File: config.mk
export PLATFORM = sky130hd
export DESIGN_NAME = ufs_regs
export DESIGN_NICKNAME = d
export VERILOG_FILES = /design/src/pkg/ufs_pkg.sv /design/src/rtl/ufs_flag_cell.sv /design/src/rtl/ufs_regs.sv
export SDC_FILE = /design/constraint.sdc
export NUM_CORES = 1
export LEC_CHECK = 0
export ABC_CLOCK_PERIOD_IN_PS = 2450
export BUFFER_PORTS_ARGS = -buffer_cell sky130_fd_sc_hd__buf_2
export CORE_ASPECT_RATIO = 0.7
export CORE_UTILIZATION = 47
export CTS_CLUSTER_SIZE = 24
export DETAILED_ROUTE_END_ITERATION = 10
export GPL_TIMING_DRIVEN = 0
export PLACE_DENSITY_LB_ADDON = 0.1
export SYNTH_ARGS = -nofsm -noshare
export SYNTH_HDL_FRONTEND = slang
export SYNTH_SLANG_ARGS = --single-unit
File: constraint.sdc
create_clock -name clk_i -period 2.45 [get_ports clk_i]
set_clock_uncertainty 0.05 [all_clocks]
set_input_delay 0.49 -clock clk_i [delete_from_list [all_inputs] [get_ports clk_i]]
set_output_delay 0.49 -clock clk_i [all_outputs]
set_load 0.02 [all_outputs]
File: src/pkg/ufs_pkg.sv
// Purpose: shared constants for the usb address and status register pair
// Assumes: one system clock at 20 MHz, byte-wide mcu memory port
// Notes: offsets are mcu data-space byte addresses
package ufs_pkg;
    localparam int ADDR_W = 16;
    localparam int DATA_W = 8;
    localparam int FADR_W = 7;

    localparam logic [15:0] OFS_STATUS = 16'hfffe;
    localparam logic [15:0] OFS_FADR = 16'hffff;
    localparam logic [15:0] OFS_VECTOR = 16'hffb2;

    localparam logic [7:0] RST_FADR = 8'h00;
    localparam logic [7:0] RST_STATUS = 8'h00;

    localparam int BIT_BUS_RESET = 7;
    localparam int BIT_SUSPEND = 6;
    localparam int BIT_RESUME = 5;
    localparam int BIT_SOF = 4;
    localparam int BIT_PSEUDO_SOF = 3;
    localparam int BIT_SETUP = 2;
    localparam int BIT_RSVD = 1;
    localparam int BIT_SETUP_OW = 0;

    // flags cleared by any write to the interrupt vector register
    localparam logic [7:0] VEC_CLR_MASK = 8'h78;
    // bits that exist in hardware; bit 1 reads zero
    localparam logic [7:0] IMPL_MASK = 8'hfd;

    localparam int CLK_KHZ = 20000;
    localparam int FRAME_PERIOD_US = 1000;
    localparam int FRAME_CYCLES = FRAME_PERIOD_US * CLK_KHZ / 1000;
endpackage

File: src/rtl/ufs_flag_cell.sv
// Purpose: one sticky status flag
// Assumes: set and clear are single-cycle pulses on clk_i
// Notes: set wins over clear so an event is never lost
module ufs_flag_cell (
    input wire logic clk_i,
    input wire logic rst_n_i,
    input wire logic set_i,
    input wire logic clr_i,
    output logic flag_o
);
    logic flag_q;

    always_ff @(posedge clk_i) begin
        if (!rst_n_i) begin
            flag_q <= 1'b0;
        end else if (set_i) begin
            flag_q <= 1'b1;
        end else if (clr_i) begin
            flag_q <= 1'b0;
        end
    end

    assign flag_o = flag_q;
endmodule // ufs_flag_cell

File: src/rtl/ufs_regs.sv
// Purpose: usb function address and status flag registers
// Assumes: event inputs come from usb logic on clk_i, one-cycle pulses
// Notes: reads answer one cycle after the strobe from a flop
//
// Contract
// RL1 - address register bits 6:0 hold the device address, read and write
// RL2 - address bit 7 is reserved, reads zero, never written
// RL3 - device address clears on reset and on every usb bus reset
// RL4 - firmware writes the host-given address after a set address request
// RL5 - status flags read only, cleared at reset, bits as fixed
// RL6 - suspend flag sets when suspend is detected
// RL7 - resume flag sets when resume is detected
// RL8 - suspend, resume, sof, pseudo sof clear on interrupt vector write
// RL9 - pseudo sof flag sets on each 1 ms tick while unlocked
// RL10 - writes to the status register change no flag
module ufs_regs #(
    parameter int FRAME_CYCLES = ufs_pkg::FRAME_CYCLES
) (
    input wire logic clk_i,
    input wire logic rst_n_i,
    input wire logic [15:0] mem_addr_i,
    input wire logic mem_wr_i,
    input wire logic mem_rd_i,
    input wire logic [7:0] mem_wdata_i,
    output logic [7:0] mem_rdata_o,
    input wire logic bus_reset_i,
    input wire logic suspend_det_i,
    input wire logic resume_det_i,
    input wire logic sof_det_i,
    input wire logic setup_det_i,
    input wire logic setup_ow_det_i,
    input wire logic timer_locked_i,
    input wire logic [7:0] flag_clr_i,
    output logic [6:0] device_address_field_o,
    output logic [7:0] usb_status_flags_o,
    output logic pseudo_sof_o
);
    localparam int CNT_W = $clog2(FRAME_CYCLES);
    localparam logic [CNT_W-1:0] CNT_LAST = CNT_W'(FRAME_CYCLES - 1);
    localparam int GAP_W = CNT_W + 1;
    localparam logic [GAP_W-1:0] GAP_FULL = GAP_W'(FRAME_CYCLES);

    logic [6:0] fadr_q;
    logic [6:0] fadr_d;
    logic [7:0] rdata_q;
    logic [CNT_W-1:0] frame_cnt_q;
    logic pseudo_sof_q;
    logic [GAP_W-1:0] gap_q;
    logic vec_wr;
    logic fadr_wr;
    logic [7:0] set_vec;
    logic [7:0] clr_vec;
    logic [7:0] flags;

    assign vec_wr = mem_wr_i && (mem_addr_i == ufs_pkg::OFS_VECTOR);
    assign fadr_wr = mem_wr_i && (mem_addr_i == ufs_pkg::OFS_FADR);

    // address register; bus reset beats a write in the same cycle
    always_comb begin
        fadr_d = fadr_q;
        if (bus_reset_i) begin
            fadr_d = ufs_pkg::RST_FADR[6:0]; // RL3
        end else if (fadr_wr) begin
            fadr_d = mem_wdata_i[6:0]; // RL1 RL4
        end
    end

    always_ff @(posedge clk_i) begin
        if (!rst_n_i) begin
            fadr_q <= ufs_pkg::RST_FADR[6:0]; // RL3
        end else begin
            fadr_q <= fadr_d;
        end
    end

    // local frame timer; restarts on a real sof so ticks stay in phase
    always_ff @(posedge clk_i) begin
        if (!rst_n_i) begin
            frame_cnt_q <= '0;
            pseudo_sof_q <= 1'b0;
        end else if (timer_locked_i || sof_det_i) begin
            frame_cnt_q <= '0;
            pseudo_sof_q <= 1'b0;
        end else if (frame_cnt_q == CNT_LAST) begin
            frame_cnt_q <= '0;
            pseudo_sof_q <= 1'b1; // RL9
        end else begin
            frame_cnt_q <= frame_cnt_q + 1'b1;
            pseudo_sof_q <= 1'b0;
        end
    end

    // check-only helper, kept apart from frame_cnt_q so a slip shows
    always_ff @(posedge clk_i) begin
        if (!rst_n_i || timer_locked_i || sof_det_i) begin
            gap_q <= '0;
        end else if (pseudo_sof_q) begin
            gap_q <= GAP_W'(1);
        end else begin
            gap_q <= gap_q + 1'b1;
        end
    end

    // event to flag mapping; status-register writes reach nothing here
    always_comb begin
        set_vec = 8'h00;
        set_vec[ufs_pkg::BIT_BUS_RESET] = bus_reset_i;
        set_vec[ufs_pkg::BIT_SUSPEND] = suspend_det_i; // RL6
        set_vec[ufs_pkg::BIT_RESUME] = resume_det_i; // RL7
        set_vec[ufs_pkg::BIT_SOF] = sof_det_i;
        set_vec[ufs_pkg::BIT_PSEUDO_SOF] = pseudo_sof_q; // RL9
        set_vec[ufs_pkg::BIT_SETUP] = setup_det_i;
        set_vec[ufs_pkg::BIT_SETUP_OW] = setup_ow_det_i;
        clr_vec = flag_clr_i | (vec_wr ? ufs_pkg::VEC_CLR_MASK : 8'h00); // RL8
    end

    // bit 1 has no cell, so it can never read one
    genvar gi;
    generate
        for (gi = 0; gi < 8; gi++) begin : g_flag
            if (ufs_pkg::IMPL_MASK[gi]) begin : g_cell
                ufs_flag_cell u_cell (
                    .clk_i(clk_i),
                    .rst_n_i(rst_n_i),
                    .set_i(set_vec[gi]),
                    .clr_i(clr_vec[gi]),
                    .flag_o(flags[gi])
                ); // RL5 RL10
            end else begin : g_rsvd
                assign flags[gi] = 1'b0;
            end
        end
    endgenerate

    // read port; unmapped addresses return zero
    always_ff @(posedge clk_i) begin
        if (!rst_n_i) begin
            rdata_q <= 8'h00;
        end else if (mem_rd_i) begin
            unique case (mem_addr_i)
                ufs_pkg::OFS_FADR: rdata_q <= {1'b0, fadr_q}; // RL1 RL2
                ufs_pkg::OFS_STATUS: rdata_q <= flags; // RL5
                default: rdata_q <= 8'h00;
            endcase
        end
    end

    assign mem_rdata_o = rdata_q;
    assign device_address_field_o = fadr_q;
    assign usb_status_flags_o = flags;
    assign pseudo_sof_o = pseudo_sof_q;
endmodule // ufs_regs

# Word level (Yosys, flattened, before mapping)
# Cells that the tools add are included.
# totals
output_inout_bits	24
register_bits	38
input_bits	43
word_cells	48
# classes
muxes	17
n_bitwise	2
eq_ne	4
n_reduce_logical	13
add_sub_neg	1
# ops
op	n
== test 16 bit (second input constant)	3
case mux 8 bit (2 select lines)	1
adder 15 x 1 -> 15 bit (second input constant)	1
== test 15 bit (second input constant)	1
2-to-1 mux 1 bit	15
nonzero test 2 bit	7
OR 8 x 7 -> 8 bit	1
2-to-1 mux 7 bit	1
OR reduction 2 bit	2
OR reduction 3 bit	1
logical AND 1 bit	2
logical OR 1 bit	1
inverter 1 bit	1

# Depth between registers and ports, before layout
# Gate-level depths: netlist (run 1).
# depth
word_depth	6
depth_mapped	6
depth_no_buf	5

# By module
# A second synthesis (run 1) with hierarchy kept.
# hier_totals
hier_cells	182
area_unflattened_um2	1754.2
# modules_own_cells
module	seq_area_each_um2	area_per_inst_um2	cells_per_inst	n_inst
ufs_regs	620.6	1465.2	161	1
ufs_flag_cell	20.0	41.3	3	7

# Worst setup path after synthesis (run 1)
# OpenSTA, ideal clock, no wires.
# synth_timing
path_type	input port to flip-flop
from	input mem_addr_i[0]
to	register g_flag[3].g_cell.u_cell.flag_q
n_path_buf	1
t_arrival_ns	1.540
required_ns	2.265
setup_ns	0.135
path_slack_ns	0.725
cell_stages	4
path_cell_list	buf_2 or4_1 nor3_1 a21oi_1
# synth_via
elab_chain_len	5
# synth_rtl
element	line_no	source
start: declaration	ufs_regs.sv:21	input wire logic [15:0] mem_addr_i,
== test 16 bit	ufs_regs.sv:55	assign vec_wr = mem_wr_i && (mem_addr_i == ufs_pkg::OFS_VECTOR);
logical AND 1 bit	ufs_regs.sv:55	
2-to-1 mux 7 bit	ufs_regs.sv:114	clr_vec = flag_clr_i | (vec_wr ? ufs_pkg::VEC_CLR_MASK : 8'h00);
OR 8 x 7 -> 8 bit	ufs_regs.sv:114	
nonzero test 2 bit (no line)	--	
end signal: assignment	ufs_flag_cell.sv:15	flag_q <= 1'b0;
end signal: assignment	ufs_flag_cell.sv:17	flag_q <= 1'b1;
end signal: assignment	ufs_flag_cell.sv:19	flag_q <= 1'b0;
end: declaration	ufs_flag_cell.sv:11	logic flag_q;
# No other way between the ends.
# A chain may end at the register's enable or synchronous reset.

# Worst setup path after layout (run 1)
# layout_timing
from	register frame_cnt_q[0]
to	register frame_cnt_q[0]
# layout_via
elab_chain_len	2
elab_cells_between_ends	3
classes_between	1 x add/sub; 1 x eq/ne; 1 x reduce/logical
# layout_rtl
element	line_no	source
start: declaration	ufs_regs.sv:46	logic [CNT_W-1:0] frame_cnt_q;
start signal: assignment	ufs_regs.sv:88	frame_cnt_q <= frame_cnt_q + 1'b1;
parallel branches: the longest is 2 deep, another holds adder 15 x 1 -> 15 bit	--	
# Several ways; the timed one is not identified.

==> metrics.cfg, run 1 <==
[outcome]
status=finished, final reports clean

[cells_and_area]
seq_area_um2=760.7
area_growth_pct=27.69
filler_cell_count=297
fin_nets=304
antennaDiodeCount=0
multi_input_area_um2=807.0
drive_gt1_frac=0.3103

[sta]
fin_crit_sh=0.7812
rsz0062_at_grt=no
report.final.slew_viol_count=0
hold_slack_ns=0.3579
worstMarginPinSlew_ns=0.5102
setup_viol=0
relSlewSlack=0.6588
max_freq_ghz=0.5225
hold_violations=0
fin_crit_ns=1.914
fin_tns_setup_ns=0

[floorplanning]
ioPinCount=67
die_w_um=73.10
fp.dieArea_um2=3784
placement_rows=17
dieHeight_um=51.77
start_util=0.5110
core_area_um2=3254

[clock_network]
cts_sinks=38
htreeDepth=2
clockRootBuffer=clkbuf_8
cts_tree=built
cts_hold_buf=0
post_cts_resized=0
post_cts_buffers=0
clockBufferDepth=2
cts_buffers=5
clk_pin_slew_ns=0.07
worstSkewPairLatency_ns=0.29

[critical_path]
path_max_fanout=10
crit_type=reg -> reg
required_ns=2.57
cp-start-kind=flip-flop
arrival_ns=2.04
end_kind=flip-flop

[detailed_routing]
routed_wl_um=3579
drc=0
routed_via_density=4.873
avgRoutedWirePerCell_um=11.62
drt_iter0_markers=39
dr.pass1.iters=4
dr_total_vias=1501
ant_nets=0

[global_routing]
grt_overflow=0
grt_usage=0.2146
grt_pass1_vias=1346
grt_pass1_wl_um=5920
antenna_found_initial=0
grt_max_degree=12

[placed_design]
finalWeightedCongestion=0.8210
io_buffer_count=62
hpwl_um=2813

[synth]
synth_area_um2=1663
yosys-top-cells-area=dfxtp_1, mux2i_1, nand2_1
yosys.cell_types.count=29
yosys.area.top_type_share=0.4575
avgSynthCellArea_um2=8.706
yosysSeqAreaShare=0.4575
yosys_warnings=0
synth_nets=235
synthCells=191
yosys.area.top_type=dfxtp_1
ys_ff_latch=38

[power]
leakage_uw=0.0009425
ir_drop_mv=0.2830
p_per_area_nw_per_um2=547.4

[flow_run]
maxCapViolations=0

[hold_path]
hold_class=in -> reg

[critical path: stages, from the launching register on]
cell     delay, ns
dfxtp_1       0.38
ha_1          0.25
nand4_1       0.21
or4_4         0.59
nand3_2       0.13
buf_6         0.15
nor2_1        0.05
[cell usage in the layout (no fill, tap or decap)]
| cell | n |
|---|---|
| or4_4 | 1 |
| and4_1 | 2 |
| mux2i_1 | 13 |
| buf_2 | 63 |
| nand4_1 | 8 |
| o21ai_0 | 12 |
| or3_1 | 1 |
| buf_1 | 1 |
| nor4_1 | 3 |
| buf_4 | 8 |
| nand3_2 | 1 |
| ha_1 | 1 |
| clkbuf_8 | 6 |
| conb_1 | 1 |
| nor3_1 | 6 |
| or4b_1 | 1 |
| xor2_1 | 4 |
| clkbuf_1 | 3 |
| nand3_1 | 5 |
| nand2b_1 | 1 |
| a21oi_1 | 4 |
| nor2b_1 | 9 |
| inv_1 | 2 |
| nand2_1 | 30 |
| dfxtp_1 | 38 |
| nor2_1 | 22 |
| o21a_1 | 3 |
| or4_1 | 1 |
| xnor2_1 | 9 |
| buf_6 | 1 |
| clkinv_2 | 1 |
[layout make-up]
cell class,count,area share
tap,47,0.02770
timing repair buffer,62,0.1461
sequential,38,0.3583
buffer,13,0.04125
clock inverter,1,0.002357
multi-input combinational,138,0.3801
clock buffer,7,0.04066
inverter,2,0.003536
[state kept, by name (all words and copies together) (netlist names)]
name / cells
device_address_field_o: 7
g_flag.g_cell.u_cell.flag_o: 7
frame_cnt_q: 15
mem_rdata_o: 8
pseudo_sof_o: 1
[cell families (layout without fill, tap and decap cells)]
logic type,count (synthesis),count (layout),share of synthesized area
multiplexers,13,13,0.07825
XOR/XNOR,13,13,0.06847
other,1,1,0.002255
flip-flops,38,38,0.4575
AND/OR/NAND/NOR,91,91,0.2671
AO/OA/AOI/OAI,19,19,0.06170
adder cells (fa/ha/maj),1,1,0.007523
buffers and inverters,15,85,0.05719
[report_power, final]
group	internal [µW]	total (µW)	switching (µW)
sequential	625	631	5.78
clock	227	434	207
combinational	50.4	97.5	47.1
[final timing paths]
path,to,slack [ns],startpoint,cells past startpoint
max,frame_cnt_q[0]$_SDFF_PP0_,0.54,frame_cnt_q[0]$_SDFF_PP0_,6
min reg2reg,mem_rdata_o[0]$_SDFFE_PN0P_,0.40,mem_rdata_o[0]$_SDFFE_PN0P_,2
min,g_flag[2].g_cell.u_cell.flag_o$_SDFFE_PN0P_,0.36,setup_det_i,2
max reg2reg,frame_cnt_q[0]$_SDFF_PP0_,0.54,frame_cnt_q[0]$_SDFF_PP0_,6
[through the flow]
stage / cell area, µm² / setup WS (ns) / power, µW / instances / utilization
floorplan: 1663 / 0.7252 / 695.0 / 191 / -
global placement: 2032 / 0.5607 / 742.3 / 300 / 0.6244
detailed placement: 2032 / 0.5282 / 743.0 / 300 / 0.6244
CTS: 2123 / 0.5189 / 1176 / 308 / 0.6524
global route: 2123 / 0.4147 / 1218 / 308 / 0.6524
finish: 2123 / 0.5360 / 1162 / 308 / 0.6524
[routing by layer]
layer	up-vias	track usage	share of wire	wire, µm
li1	779	-	-	-
met1	663	0.2873	0.52	1860
met2	54	0.3117	0.40	1439
met3	5	0.07946	0.068	242
met4	0	0.08497	0.010	36
met5	-	0	0	0
[cells in the mapped netlist]
master	number
buf_6	1
or4b_1	1
buf_4	8
a21oi_1	4
conb_1	1
ha_1	1
inv_1	2
nor2_1	22
xnor2_1	9
o21ai_0	12
or4_4	1
nor3_1	6
dfxtp_1	38
nand3_1	5
buf_2	1
clkbuf_1	2
mux2i_1	13
nand3_2	1
nand2_1	30
nor4_1	3
buf_1	1
and4_1	2
nand2b_1	1
o21a_1	3
xor2_1	4
or4_1	1
or3_1	1
nand4_1	8
nor2b_1	9
(Power assumes the default switching activity.)
==> run 2, diff against run 1 <==
Settings changed: ABC_CLOCK_PERIOD_IN_PS 2450 to 1900.
Clock period 2.45 ns to 1.9 ns, I/O delays scaled along.
==> run 2 against run 1 <==
Against the previous run:
- flip-flop and latch count is the same
- critical path depth shrank 1
- sequential share of layout area shrank 0.13 points
- register-to-register slack lost 0.44 ns
- combinational power grew 29%
- critical endpoint unchanged
- critical path type unchanged
==> metrics.cfg, run 2 (synthesis results as in run 1) <==
[detailed_routing]
dr.pass1.iters=2
avgRoutedWirePerCell_um=11.55
dr_total_vias=1497
drt_iter0_markers=46
ant_nets=0
drc=0
routed_via_density=4.845
routed_wl_um=3569

[critical_path]
arrival_ns=1.93
path_max_fanout=10
crit_type=reg -> reg
cp-start-kind=flip-flop
end_kind=flip-flop
required_ns=2.03

[cells_and_area]
final_cell_mix=buf_2, dfxtp_1, nand2_1, nor2_1, mux2i_1
filler_cell_count=296
largest_reg_flops=15
antennaDiodeCount=0
multi_input_area_um2=809.5
fin_nets=305
instances_no_fill=309
largest_register=frame_cnt_q
seq_area_um2=762.0
drive_gt1_frac=0.3206
area_growth_pct=28.37
final_common_cell=buf_2

[clock_network]
clockRootBuffer=clkbuf_8
cts_hold_buf=0
clockBufferDepth=2
cts_sinks=38
htreeDepth=2
cts_buffers=5
cts_tree=built
clk_pin_slew_ns=0.07
worstSkewPairLatency_ns=0.29

[floorplanning]
core_area_um2=3254
ioPinCount=67
dieHeight_um=51.77
die_w_um=73.10
placement_rows=17
start_util=0.5110
fp.dieArea_um2=3784

[power]
leakage_uw=0.0009441
total_power_uw=1497
ir_drop_mv=0.3684
p_per_area_nw_per_um2=701.3

[global_routing]
antenna_found_initial=0
grt_pass1_vias=1352
grt_pass1_wl_um=5934
grt_usage=0.2150
grt_overflow=0
grt_max_degree=12

[sta]
rsz0062_at_grt=no
worstMarginPinSlew_ns=0.5122
relSlewSlack=0.6575
max_freq_ghz=0.5556
fin_crit_sh=0.9473
hold_violations=0
fin_ws_ns=0.1001
fin_tns_setup_ns=0
fin_crit_ns=1.800
report.final.slew_viol_count=0
setup_viol=0

[placed_design]
placed_cells=300
hpwl_um=2813
io_buffer_count=62
dp_slack_ns=-0.02180
finalWeightedCongestion=0.8210

[outcome]
status=finished, final reports clean

[hold_path]
hold_class=in -> reg

[flow_run]
maxCapViolations=0

run 2: cell types whose count changed in the layout (fill, tap and decap cells not counted):
cell	change
dfxtp_1	-1
dfxtp_2	+1
buf_4	+1
ha_2	+1
ha_1	-1
run 2: layer usage:
layer / vias to the layer above / share of wire / GRT usage
met5: - / 0 / 0
met4: 0 / 0.0067 / 0.08497
met3: 4 / 0.067 / 0.07946
met2: 50 / 0.40 / 0.3133
met1: 657 / 0.53 / 0.2873
li1: 786 / - / -
run 2: critical path, stage by stage (launching register included):
cell     delay (ns)
dfxtp_1        0.34
or4b_1         0.51
or4_4          0.45
nand3_2        0.13
buf_6          0.15
nor2_1         0.05
run 2: what timing repair did:
item / CTS / global route
buffers inserted: 1 / 0
pin swaps: 1 / 0
cloned: 0 / 0
gates resized for setup: 0 / 2
endpoints found under the setup margin: 9 / 10
run 2: area by class of cell:
cell class / instances / share of cell area
Buffer: 13 / 0.04103
Sequential cell: 38 / 0.3570
Multi-Input combinational cell: 138 / 0.3792
Tap cell: 47 / 0.02755
Timing Repair Buffer: 63 / 0.1489
Clock buffer: 7 / 0.04045
Clock inverter: 1 / 0.002345
Inverter: 2 / 0.003517
run 2: report_power, final:
group | switching (µW) | internal (µW) | total (µW)
Combinational | 60.9 | 65.1 | 126
Clock | 265 | 292 | 557
Sequential | 7.67 | 806 | 814
run 2: path summary, 6_finish.rpt:
check                                                end                 startpoint  slack [ns]  cells after the start
max                            frame_cnt_q[0]$_SDFF_PP0_  frame_cnt_q[7]$_SDFF_PP0_        0.10                      5
min          g_flag[2].g_cell.u_cell.flag_o$_SDFFE_PN0P_                setup_det_i        0.25                      2
max reg2reg                    frame_cnt_q[0]$_SDFF_PP0_  frame_cnt_q[7]$_SDFF_PP0_        0.10                      5
min reg2reg                    frame_cnt_q[0]$_SDFF_PP0_  frame_cnt_q[0]$_SDFF_PP0_        0.40                      1
run 2: through the flow:
stage / instance area (µm²) / hold WS, ns / utilization
after floorplan: 1663 / 0.3798 / -
after global placement: 2032 / 0.3819 / 0.6244
after detailed placement: 2032 / 0.3908 / 0.6244
after CTS: 2131 / 0.2471 / 0.6547
after global routing: 2135 / 0.2428 / 0.6559
final: 2135 / 0.2501 / 0.6559
